===== src/design/sram_host_regs.svh =====
// timing constants and widths for the static memory host controller
`ifndef SRAM_HOST_REGS_SVH
`define SRAM_HOST_REGS_SVH

`define ADDR_W            16
`define DATA_W            16
`define CLK_PERIOD_NS     40
// device figures, fastest grade, in ns
`define T_ACCESS_NS       10
`define T_OE_VALID_NS     5
`define T_LANE_VALID_NS   5
`define T_RELEASE_NS      5
`define T_ADDR_END_NS     7
`define T_CS_END_NS       7
`define T_LANE_END_NS     7
`define T_DATA_SETUP_NS   5
`define T_WRITE_PULSE_NS  7
// whole cycles: least times round up, waits for the device round up too
`define CYC_UP(ns)        (((ns) + `CLK_PERIOD_NS - 1) / `CLK_PERIOD_NS)
`define READ_WAIT_CYC     `CYC_UP(`T_ACCESS_NS)
`define RELEASE_CYC       `CYC_UP(`T_RELEASE_NS)
`define WRITE_PULSE_CYC   `CYC_UP(`T_RELEASE_NS + `T_DATA_SETUP_NS)
`define CNT_W             3

`endif


===== src/design/sram_host_pkg.sv =====
// types for the static memory host controller
package sram_host_pkg;
  typedef struct packed {
    logic        write;
    logic [1:0]  lane_en;
    logic [15:0] addr;
    logic [15:0] wdata;
  } req_s;

  typedef struct packed {
    logic chip_select_n;
    logic output_enable_n;
    logic write_strobe_n;
    logic upper_lane_strobe_n;
    logic lower_lane_strobe_n;
  } strobes_s;

  typedef enum logic [2:0] {
    st_idle    = 3'b000,
    st_read    = 3'b001,
    st_capture = 3'b011,
    st_wsetup  = 3'b100,
    st_wpulse  = 3'b110,
    st_recover = 3'b010
  } state_e;
endpackage


===== src/design/sram_host_timer.sv =====
// down counter for cycle waits
`include "sram_host_regs.svh"
module sram_host_timer (
  // clock and reset
  input  wire logic              clk,
  input  wire logic              rst,
  // control
  input  wire logic              load,
  input  wire logic [`CNT_W-1:0] value,
  // status
  output logic                   done
);
  logic [`CNT_W-1:0] count;

  always_ff @(posedge clk or posedge rst) begin
    if (rst) begin
      count <= '0;
    end else if (load) begin
      count <= value;
    end else if (count != '0) begin
      count <= count - `CNT_W'(1);
    end
  end

  assign done = (count == '0) && !load;
endmodule


===== src/design/sram_host.sv =====
// host controller for a 64K x 16 asynchronous static memory with byte lanes
`include "sram_host_regs.svh"
module sram_host (
  // clock and reset
  input  wire logic                     clk,
  input  wire logic                     rst,
  // user request
  input  wire logic                     req_valid,
  input  sram_host_pkg::req_s           req,
  output logic                          req_ready,
  // user answer
  output logic                          rsp_valid,
  output logic [`DATA_W-1:0]            rsp_rdata,
  // memory control pins
  output logic [`ADDR_W-1:0]            word_addr,
  output sram_host_pkg::strobes_s       strobes,
  // shared data bus pins
  input  wire logic [`DATA_W-1:0]       shared_data_bus_in,
  output logic [`DATA_W-1:0]            shared_data_bus_out,
  output logic                          shared_data_bus_oe
);
  sram_host_pkg::state_e state;
  sram_host_pkg::state_e next_state;
  logic [`DATA_W-1:0]    bus_meta;
  logic [`DATA_W-1:0]    bus_sync;
  logic                  timer_load;
  logic [`CNT_W-1:0]     timer_value;
  logic                  timer_done;
  logic                  take;
  logic [1:0]            lanes;
  sram_host_pkg::strobes_s next_strobes;
  logic [1:0]            held_lanes_n;
  logic [1:0]            next_lanes_n;
  logic                  access_on;
  logic                  write_low;
  logic [`CNT_W-1:0]     read_wait;
  logic [`CNT_W-1:0]     release_wait;
  logic [`CNT_W-1:0]     pulse_wait;

  // two-stage sampling of the pin data
  always_ff @(posedge clk or posedge rst) begin
    if (rst) begin
      bus_meta <= '0;
      bus_sync <= '0;
    end else begin
      bus_meta <= shared_data_bus_in;
      bus_sync <= bus_meta;
    end
  end

  // one shared timer for read wait, write pulse and recovery
  sram_host_timer u_timer (
    .clk   (clk),
    .rst   (rst),
    .load  (timer_load),
    .value (timer_value),
    .done  (timer_done)
  );

  // a request is refused until ready has come up after reset
  assign take  = (state == sram_host_pkg::st_idle) && req_valid && req_ready;
  assign lanes = req.lane_en;

  // wait lengths in whole clock cycles, rounded up
  assign read_wait    = `CNT_W'(`READ_WAIT_CYC + 2);
  assign release_wait = `CNT_W'(`RELEASE_CYC);
  assign pulse_wait   = `CNT_W'(`WRITE_PULSE_CYC);

  // next state
  always_comb begin
    next_state  = state;
    timer_load  = 1'b0;
    timer_value = '0;
    unique case (state)
      sram_host_pkg::st_idle: begin
        if (take && req.write) begin
          next_state = sram_host_pkg::st_wsetup;
        end else if (take) begin
          next_state  = sram_host_pkg::st_read;
          timer_load  = 1'b1;
          // read wait plus two synchroniser stages
          timer_value = read_wait;
        end
      end
      sram_host_pkg::st_read: begin
        if (timer_done) begin
          next_state = sram_host_pkg::st_capture;
        end
      end
      sram_host_pkg::st_capture: begin
        next_state  = sram_host_pkg::st_recover;
        timer_load  = 1'b1;
        timer_value = release_wait;
      end
      sram_host_pkg::st_wsetup: begin
        next_state  = sram_host_pkg::st_wpulse;
        timer_load  = 1'b1;
        timer_value = pulse_wait;
      end
      sram_host_pkg::st_wpulse: begin
        if (timer_done) begin
          next_state = sram_host_pkg::st_recover;
        end
      end
      sram_host_pkg::st_recover: begin
        if (timer_done) begin
          next_state = sram_host_pkg::st_idle;
        end
      end
      default: next_state = sram_host_pkg::st_idle;
    endcase
  end

  // read states: select, lanes and output enable low
  function automatic logic is_read(input sram_host_pkg::state_e s);
    return (s == sram_host_pkg::st_read) || (s == sram_host_pkg::st_capture);
  endfunction

  // write states: select and lanes low, host drives the bus
  function automatic logic is_write(input sram_host_pkg::state_e s);
    return (s == sram_host_pkg::st_wsetup) || (s == sram_host_pkg::st_wpulse);
  endfunction

  // lane strobes follow the request at launch and hold until the access ends
  assign held_lanes_n = {strobes.upper_lane_strobe_n, strobes.lower_lane_strobe_n};
  for (genvar g = 0; g < 2; g++) begin : g_lane
    assign next_lanes_n[g] = take ? ~lanes[g] : held_lanes_n[g];
  end
  assign access_on = is_read(next_state) || is_write(next_state);
  assign write_low = (next_state == sram_host_pkg::st_wpulse);

  // pin levels for the next state
  always_comb begin
    next_strobes = '1;
    if (access_on) begin
      next_strobes.chip_select_n       = 1'b0;
      next_strobes.upper_lane_strobe_n = next_lanes_n[1];
      next_strobes.lower_lane_strobe_n = next_lanes_n[0];
    end
    if (is_read(next_state)) begin
      next_strobes.output_enable_n = 1'b0;
    end
    // output enable high in writes, strobe falls a cycle after select and lanes
    if (write_low) begin
      next_strobes.write_strobe_n = 1'b0;
    end
  end

  // state register
  always_ff @(posedge clk or posedge rst) begin
    if (rst) begin
      state <= sram_host_pkg::st_idle;
    end else begin
      state <= next_state;
    end
  end

  // control pins and handshake from flip-flops
  always_ff @(posedge clk or posedge rst) begin
    if (rst) begin
      strobes   <= '1;
      req_ready <= 1'b0;
      rsp_valid <= 1'b0;
    end else begin
      strobes   <= next_strobes;
      req_ready <= (next_state == sram_host_pkg::st_idle);
      rsp_valid <= (state == sram_host_pkg::st_capture);
    end
  end

  // address and write data launch with the select fall
  always_ff @(posedge clk or posedge rst) begin
    if (rst) begin
      word_addr           <= '0;
      shared_data_bus_out <= '0;
    end else if (take) begin
      word_addr           <= req.addr;
      shared_data_bus_out <= req.wdata;
    end
  end

  // read data taken from the synchroniser while the lanes still drive
  always_ff @(posedge clk or posedge rst) begin
    if (rst) begin
      rsp_rdata <= '0;
    end else if (state == sram_host_pkg::st_capture) begin
      rsp_rdata <= bus_sync;
    end
  end

  // drive data only in writes, read bus released by then
  always_ff @(posedge clk or posedge rst) begin
    if (rst) begin
      shared_data_bus_oe <= 1'b0;
    end else begin
      shared_data_bus_oe <= is_write(next_state);
    end
  end
endmodule


===== config.mk =====
export PLATFORM = sky130hd
export DESIGN_NAME = sram_host
export DESIGN_NICKNAME = d
export VERILOG_FILES = /design/src/design/sram_host_pkg.sv /design/src/design/sram_host_timer.sv /design/src/design/sram_host.sv
export VERILOG_INCLUDE_DIRS = /design/src /design/src/design
export SDC_FILE = /design/constraint.sdc
export NUM_CORES = 1
export LEC_CHECK = 0
export ABC_CLOCK_PERIOD_IN_PS = 5000
export BUFFER_PORTS_ARGS = -buffer_cell sky130_fd_sc_hd__buf_2
export CORE_MARGIN = 5
export CORE_UTILIZATION = 48
export CTS_CLUSTER_DIAMETER = 30
export DETAILED_ROUTE_END_ITERATION = 7
export PLACE_DENSITY = 0.78
export RECOVER_POWER = 100
export SLEW_MARGIN = 25
export SYNTH_ARGS = -nofsm -noshare
export SYNTH_HDL_FRONTEND = slang
export SYNTH_SLANG_ARGS = --single-unit

===== constraint.sdc =====
create_clock -name clk -period 5 [get_ports clk]
set_clock_uncertainty 0.05 [all_clocks]
set_input_delay 0.5 -clock clk [delete_from_list [all_inputs] [get_ports clk]]
set_output_delay 0.5 -clock clk [all_outputs]
set_load 0.01 [all_outputs]

==> results of run 1 <==
worst max-delay path: stages:
cell and delay [ps]:
buf_2 100, clkinvlp_2 1120, buf_4 680
power groups by stage:
| stage | clock [µW] | combinational, µW | sequential (µW) |
|---|---|---|---|
| 6_report | 519 | 668 | 1150 |
| 2_1_floorplan | 0 | 453 | 1250 |
| 3_3_place_gp | 0 | 818 | 1160 |
| 4_1_cts | 533 | 846 | 1160 |
| 3_5_place_dp | 0 | 850 | 1160 |
| 5_1_grt | 566 | 738 | 1180 |
path summary, 6_finish.rpt:
| path | from | slack [ps] | end |
|---|---|---|---|
| worst max-delay path | rst | 2960 | word_addr[12] |
| min in group asynchronous | rst | 590 | shared_data_bus_out[3] |
| worst min-delay path | shared_data_bus_in[9] | 190 | bus_meta[9] |
| worst max register to register | state[0] | 3020 | rsp_rdata[14] |
| worst min register to register | bus_meta[15] | 300 | bus_sync[15] |
| max in group clk | state[0] | 3020 | rsp_rdata[14] |
flip-flops by register name, indices dropped and copies added, names as in the netlist:
signal / flops
bus_meta: 16
bus_sync: 16
rsp_rdata: 16
shared_data_bus_out: 16
word_addr: 16
strobes: 5
state: 3
u_timer.count: 3
req_ready: 1
rsp_valid: 1
shared_data_bus_oe: 1
area by class of cell:
class	count	area, µm²
sequential	94	2360
fill	597	2820
timing repair buffer	110	483
tap	96	120
clock buffer	11	141
multi-input combinational	79	773
clock inverter	5	66.3
inverter	8	31.3
placed cells by master (no fill, tap or decap), types with 2 or more instances in the layout:
master,instances
dfrtp_1,89
clkbuf_1,57
buf_2,53
mux2_1,27
mux2_2,19
clkbuf_8,10
inv_1,7
dfstp_2,5
nand2_1,4
o21ai_0,3
mux2_4,2
mux2i_1,2
nor2b_1,2
o2bb2ai_1,2
nor2_1,2
o221ai_1,2
ha_1,2
metal layers:
layer / global-route usage, % / vias up / routed length, µm
li1: - / 874 / -
met2: 21.7 / 69 / 2850
met3: 6.17 / 12 / 469
met4: 6.86 / 0 / 138
met5: 0 / - / 0
met1: 18.1 / 940 / 2510
stage by stage:
| stage | instance area (µm²) | std cells | worst slack [ps] | hold WS [ps] | util (%) |
|---|---|---|---|---|---|
| after global placement | 3950 | 387 | 2850 | 282 | 58.1 |
| after floorplan | 3360 | 189 | 2010 | 281 | - |
| after detailed placement | 3950 | 387 | 2820 | 285 | 58.1 |
| final | 3970 | 403 | 2960 | 191 | 58.5 |
| after global routing | 3970 | 403 | 2510 | 162 | 58.5 |
| after CTS | 4150 | 403 | 2850 | 160 | 61.1 |
cell families after synthesis:
| kind of cell | Yosys count |
|---|---|
| flops | 94 |
| mux | 50 |
| buf+inv | 16 |
| simple gates | 14 |
| compound gates | 12 |
| fa+ha+maj | 2 |
| xor+xnor | 1 |
==> impl_results.md, run 1 <==
* Post-synthesis async set-or-reset flop share at 100%
* CTS hold repair buffers at 0
* Period utilization at 40.8%
* GRT Resource Usage Total at 14.5%
* Synth top area share at 66.2%
* Top FF cell, synth: dfrtp_1
* Worst path required time at 5400 ps
* Clock sink total at 94
* Core Region at 0.00679 mm²
* Sequential share of the synthesized area at 70.2%
* Seq cells post-synth at 94
* Psw at 762 µW
* Drt pass-1 iters at 2
* Kind of critical path: in2async
* # nets final at 358
* CTS Root Cell: clkbuf_8
* Fmax at 0.491 GHz
* Final wirelength at 5.97 mm
* Mapped Nets at 245
* Placed wire-length estimate at 4.20 mm
* RSZ-0062 raised after global routing: no
* Initial Util at 49.5%
* CP arrival at 2440 ps
* Syn_area_per_cell at 17.8 µm²
* Routability Congestion at 0.716
* WL per Instance at 14.8 µm
* Endpoint type of the worst setup path: async pin
* Chip height at 93.7 µm
* Post-CTS Resized at 0
* Sw Ratio at 32.6%
* Clock power frac at 22.2%
* Via/cell ratio at 4.70
* Fin. Hold Viols at 0
* Multiplexer share of the synthesized area at 19.7%
* Maximum root-to-sink buffer count at 2
* CP startpoint kind: input pin
* Diode count at 0
* Vias in the first global route at 2058
* DRT antenna net count at 0
* Final period demand of the worst path at 2040 ps
* Reg2reg path depth at 4
* CTS tree: done
* Final setup violation count at 0
* Setup repair bufs after CTS at 0
* Outcome: complete, but fails checks
* Worst vdd ir at 258 µV
* Synth-to-layout area growth at 18.2%
* Leakage power at 0.00180 µW
* Worst min path class: in2reg
* Synth area leaders: dfrtp_1, mux2_4, mux2_2
* Synth Area in XOR/XNOR at 0.261%
* Post-synth EDFFs at 0
* First-pass GRT wire length at 9.72 mm
* Simple-gate share of the synthesized area at 2.83%
* Compound-Gate Fraction of Synth Area at 2.68%
* Total negative slack at 0 ps
* Total power at 2340 µW
* CTS buffer count at 9
* Initial DRC Count at 30
* Via count at 1895
* DRC at 0
* Clock Pin Slew Worst Setup and Hold Paths at 90 ps
* Largest family of logic cells by synthesized area: multiplexers
* Internal power at 1580 µW
* Hold Path Depth at 1
* Crit path max fanout at 48
* Max-slew violation count at 48
* Clock latency on the worst-skew pair at 360 ps
* Num rows at 30
* Distinct cells, synth at 32
* Width of the chip at 93.7 µm
* Full die area at 0.00878 mm²
* Slew @ Worst Pin at 1980 ps
* Synth warn at 0
* Most frequent cell after synthesis: dfrtp_1
* Share of layout cells above drive strength 1 at 31.9%
* Synth Cell Area at 0.00336 mm²
* Largest net degree at the start of global routing at 49
* Htree depth at 3
* Pwr Density at 589 mW/mm²
* Gate power share at 28.6%
* Antenna violations before repair at 0
* Seq pwr share at 49.3%
* Max-cap violations at 1
* GRT overflow at 0
* Synth top cells by count: dfrtp_1, mux2_4, mux2_2
* Failing checks: max-capacitance violations, max-slew violations
* I/O pins at 110
* Post-synth top area cell: dfrtp_1
* I/O Buffers at 109
* Fraction of the mapped netlist area in adder cells at 0.744%
* Synth Instances at 189
* Max-slew headroom at -32.5%
No activity file was read; power rests on OpenSTA's default activity.
==> run 2: changes to the inputs <==
- ABC_AREA: unset -> 1
- ABC_CLOCK_PERIOD_IN_PS: 5000 -> 1800
- CORE_UTILIZATION: 48 -> 45
- PLACE_DENSITY: 0.78 -> 0.77
- clock period: 5 -> 1.8 ns (I/O delays scaled with it)
==> impl_results.md, run 2 <==
* Outcome: finished, final reports clean
* Synth area leaders: dfrtp_1, nand2_1, dfstp_2
* Clock power frac at 21.4%
* Hold Path Depth at 4
* Synth Instances at 303
* Crit path max-delay family: simple AND/OR/NAND/NOR gates
* CP arrival at 1830 ps
* Synth top cells by count: nand2_1, dfrtp_1, inv_1
* Max-slew violation count at 0
* First-pass GRT wire length at 12.0 mm
* Worst path required time at 2030 ps
* Internal power at 4380 µW
* Full die area at 0.00909 mm²
* Crit path max fanout at 7
* Reg-to-reg slack, setup at 200 ps
* Synth Cell Area at 0.00328 mm²
* Commonest non-fill, non-tap cells in the layout: nand2_1, dfrtp_1, clkbuf_1, dlygate4sd3_1, buf_2
* GRT Resource Usage Total at 17.2%
* # nets final at 524
* Leakage power at 0.00231 µW
* Num rows at 31
* Total negative slack at 0 ps
* Share of layout cells above drive strength 1 at 17.4%
* Worst path cell trace: inv_1, ha_1, ha_1, inv_1, nand4_1, nand2_1, nor2_4, nand2_1, nor2_2
* Leading cell type in the layout, fill and taps excluded: nand2_1
* Hold path start: req[32]
* Core Region at 0.00718 mm²
* I/O Buffers at 109
* Clock sink total at 94
* Maximum root-to-sink buffer count at 2
* Initial Util at 45.6%
* CTS tree: done
* Final period demand of the worst path at 1600 ps
* Critical path buffer and inverter count at 2
* Placed wire-length estimate at 4.82 mm
* Sw Ratio at 35.5%
* Synth top area share at 68.0%
* Fmax at 0.624 GHz
* Initial DRC Count at 85
* Drt pass-1 iters at 4
* Fin. Hold Viols at 0
* Endpoint type of the worst setup path: flip-flop
* Worst hold margin at 13.8 ps
* Top FF cell, synth: dfrtp_1
* Worst reg2reg startpoint: u_timer.count[0]
* Reg-to-Reg End: req_ready
* Pwr Density at 1500 mW/mm²
* Sequential share of the synthesized area at 72.0%
* Width of the chip at 95.3 µm
* DRT antenna net count at 0
* Htree depth at 3
* Kind of critical path: reg2reg
* Final wirelength at 7.34 mm
* CP startpoint kind: flip-flop
* Critical Path Slowest Stage Cell: dfrtp_1
* Vias in the first global route at 2637
* Max-cap violations at 0
* Clock Pin Slew Worst Setup and Hold Paths at 80 ps
* Worst vdd ir at 733 µV
* CTS Root Cell: clkbuf_8
* Post-CTS Resized at 0
* Synth-to-layout area growth at 38.3%
* Via/cell ratio at 4.58
* DRC at 0
* Psw at 2410 µW
* Distinct cells, synth at 22
* Hold-critical path endpoint: strobes[0]
* WL per Instance at 12.9 µm
* Final setup violation count at 0
* Routability Congestion at 0.864
* Syn_area_per_cell at 10.8 µm²
* CTS buffer count at 9
* Most frequent cell after synthesis: nand2_1
* Slowest stage delay, CP at 410 ps
* Post-synth EDFFs at 0
* Seq pwr share at 47.1%
* Mapped Nets at 359
* Period utilization at 89.0%
* Seq cells post-synth at 94
* Max-slew headroom at 49.4%
* Worst min path class: in2reg
* Post-synthesis async set-or-reset flop share at 100%
* Reg2reg path depth at 9
* Gate power share at 31.5%
* Via count at 2618
* FF+latch area at 0.00236 mm²
* Diode count at 0
* Antenna violations before repair at 0
* Chip height at 95.3 µm
* I/O pins at 110
* RSZ-0062 raised after global routing: no
* Area taken by multi-input logic gates at 766 µm²
* Synth warn at 0
* GRT overflow at 0
* Post-synth top area cell: dfrtp_1
* Clock latency on the worst-skew pair at 340 ps
* Fill cell total of the finished layout at 599
* Largest net degree at the start of global routing at 52
* Slew @ Worst Pin at 759 ps
-- run 2: changes by cell type after synthesis, sizes merged, moves of 3 or more --
cell	delta
nand4	+3
nor2	+6
nand2	+154
mux2	-48
inv	+9
nand3	+6
-- run 2: cell type report --
class	instances	share of cell area, %
clock buffers	9	2.73
clock inverters	6	1.91
inverters	17	1.49
multi-input cells	183	16.9
flip-flops and latches	94	52.1
well taps	99	2.73
repair buffers	163	22.2
-- run 2: metal layers --
metal	track usage, %	part of all wire (%)
met1	20.6	40
met4	6.73	2.6
met2	29.2	51
met3	5.21	6.1
met5	0	0
-- run 2: worst max-delay path by stage --
stage	start	endpoint	slack, ps	depth (start not counted)
after floorplan	u_timer.count[0]	req_ready	360	10
after global placement	u_timer.count[0]	req_ready	320	9
after detailed placement	u_timer.count[0]	req_ready	250	9
after CTS	u_timer.count[0]	req_ready	240	9
after global routing	u_timer.count[0]	req_ready	70	9
final	u_timer.count[0]	req_ready	200	9
-- run 2: kinds of logic after synthesis --
logic type / after synthesis / synth area share, %
xor+xnor: 1 / 0.267
buf+inv: 26 / 4.16
compound gates: 5 / 0.840
fa+ha+maj: 2 / 0.764
simple gates: 175 / 22.0
flops: 94 / 72.0
-- run 2: power by group through the flow --
stage	sequential (µW)	combinational [µW]	clock, µW
final	3200	2140	1450
after global routing	3290	2430	1600
after CTS	3170	2350	1500
after detailed placement	3190	2270	0
after global placement	3170	2180	0
after floorplan	3450	1110	0
-- run 2: what timing repair did --
item | 4_1_cts | 5_1_grt
hold buffers | 49 | 0
setup buffers | 0 | 0
hold endpoints to repair | 138 | 0
-- run 2: metrics by stage --
step	instance area [µm²]	std cells	utilization, %	power, µW	setup WS [ps]
floorplan	3280	303	-	4560	358
global placement	3940	507	54.9	5350	317
detailed placement	3940	507	54.9	5460	250
CTS	4640	571	64.7	7020	235
global route	4530	571	63.1	7310	74.1
finish	4530	571	63.1	6790	198
-- run 2: worst reg2reg max path, delay by kind of cell, from the launching register on --
| kind | cells | cell delay (ps) |
|---|---|---|
| and+or+nand+nor | 5 | 500 |
| adders and majority gates | 2 | 430 |
| DFF | 1 | 410 |
| buffers and inverters | 2 | 150 |
==> run 3: changes to the inputs <==
- ABC_CLOCK_PERIOD_IN_PS: 1800 -> 1900
- CORE_UTILIZATION: 45 -> 48
- PLACE_DENSITY: 0.77 -> 0.79
- clock period: 1.8 -> 1.9 ns (I/O delays scaled with it)
==> impl_results.md, run 3 (synthesis results as in run 2) <==
* Outcome: finished, final reports clean
* Cell Count, Final, Fillers Out at 553
* Diode count at 0
* Pwr Density at 1400 mW/mm²
* Share of layout cells above drive strength 1 at 17.8%
* Total negative slack at 0 ps
* First-pass GRT wire length at 12.6 mm
* Gr busiest metal: met2
* Slew @ Worst Pin at 1020 ps
* Vias in the first global route at 2673
* CTS buffer count at 9
* Crit path max-delay family: simple AND/OR/NAND/NOR gates
* CP startpoint kind: flip-flop
* Max-cap violations at 0
* Worst path cell trace: inv_1, ha_1, ha_1, inv_1, nand4_1, nand2_1, nor2_4, nand2_1, nor2_2
* Initial DRC Count at 106
* Antenna violations before repair at 0
* Grt met3 use at 3.98%
* Setup repair bufs after CTS at 0
* Clock sink total at 94
* Fmax at 0.604 GHz
* Max-slew headroom at 31.4%
* M2 GR Usage at 31.4%
* Clock latency on the worst-skew pair at 350 ps
* CP arrival at 1890 ps
* Worst vdd ir at 664 µV
* Endpoint type of the worst setup path: flip-flop
* Routability Congestion at 0.843
* CTS hold repair buffers at 50
* Placed wire-length estimate at 4.70 mm
* Final period demand of the worst path at 1660 ps
* Full die area at 0.00858 mm²
* I/O Buffers at 109
* # nets final at 524
* Critical Path Slowest Stage Cell: dfrtp_1
* Commonest non-fill, non-tap cells in the layout: nand2_1, dfrtp_1, clkbuf_1, buf_2, dlygate4sd3_1
* Maximum root-to-sink buffer count at 2
* I/O pins at 110
* Worst path required time at 2130 ps
* Drt pass-1 iters at 4
* Leading cell type in the layout, fill and taps excluded: nand2_1
* Worst min path class: in2reg
* Placed Cells incl. Taps at 487
* Via/cell ratio at 4.56
* RSZ-0062 raised after global routing: no
* Initial Util at 48.8%
* Core Region at 0.00672 mm²
* Via count at 2521
* Width of the chip at 92.6 µm
* Largest net degree at the start of global routing at 50
* Fin. Hold Viols at 0
* Crit path max fanout at 7
* Total power at 6290 µW
* Num rows at 30
* CTS tree: done
* DRT antenna net count at 0
* Final wirelength at 7.47 mm
* Reg-to-reg slack, setup at 240 ps
* CTS Root Cell: clkbuf_8
* GRT overflow at 0
* Max-slew violation count at 0
* Period utilization at 87.1%
* Clock Pin Slew Worst Setup and Hold Paths at 90 ps
* Synth-to-layout area growth at 37.2%
* Met1 Use GR at 23.5%
* WL per Instance at 13.5 µm
* Leakage power at 0.00232 µW
* Kind of critical path: reg2reg
* Htree depth at 3
* DRC at 0
* GRT Resource Usage Total at 18.7%
* Slowest stage delay, CP at 410 ps
* Chip height at 92.6 µm
* Post-CTS Resized at 0
* Final setup violation count at 0
* Critical path buffer and inverter count at 2
==> run 3: changes by cell type in the layout (fill, tap and decap cells not counted), moves of 2 or more <==
cell / previous run / this run
buf_2: 48 / 54
clkbuf_1: 62 / 56
clkinv_4: 0 / 3
clkinv_2: 2 / 0
dfstp_2: 5 / 3
inv_8: 0 / 2
bufinv_16: 2 / 0
dfstp_1: 0 / 2
inv_1: 12 / 14
==> run 3: area by class of cell <==
cell class,instances,area [µm²]
Clock buffer,9,124
Clock inverter,7,66.3
Fill cell,544,2220
Inverter,17,65.1
Multi-Input combinational cell,183,766
Sequential cell,94,2360
Tap cell,80,100
Timing Repair Buffer,163,1020
==> run 3: where the power goes <==
group          switching, µW  internal, µW
Sequential               379          2650
Clock                    720           510
Combinational           1290           741
Total                   2390          3910
==> run 3: worst paths after layout <==
path                                   from               end  depth (start not counted)
max reg2reg                u_timer.count[0]         req_ready                          9
min reg2reg                     bus_meta[3]       bus_sync[3]                          0
max in group asynchronous               rst      word_addr[8]                          4
min in group asynchronous               rst  u_timer.count[1]                          3
min                                 req[33]        strobes[1]                          4
max                        u_timer.count[0]         req_ready                          9
==> run 3: tightest hold or removal path: stages <==
cell	delay, ps
buf_2	70
nand2_1	40
o21ai_0	60
nand2_1	50
==> run 3: through the flow <==
| step | util [%] | area, µm² | hold WS (ps) | setup WS [ps] |
|---|---|---|---|---|
| after floorplan | - | 3280 | 171 | 458 |
| after global placement | 58.0 | 3900 | 195 | 413 |
| after detailed placement | 58.0 | 3900 | 204 | 291 |
| after CTS | 68.3 | 4590 | 8.82 | 278 |
| after global routing | 66.9 | 4500 | 67.7 | 74.6 |
| final | 66.9 | 4500 | 29.7 | 245 |
==> run 3: routing by layer <==
layer  up-vias  part of all wire (%)  wire length (µm)
met5         -                     0                 0
met4         0                   1.7               124
met3        10                   5.1               381
met2        81                    51              3840
met1      1182                    42              3120
li1       1248                     -                 -
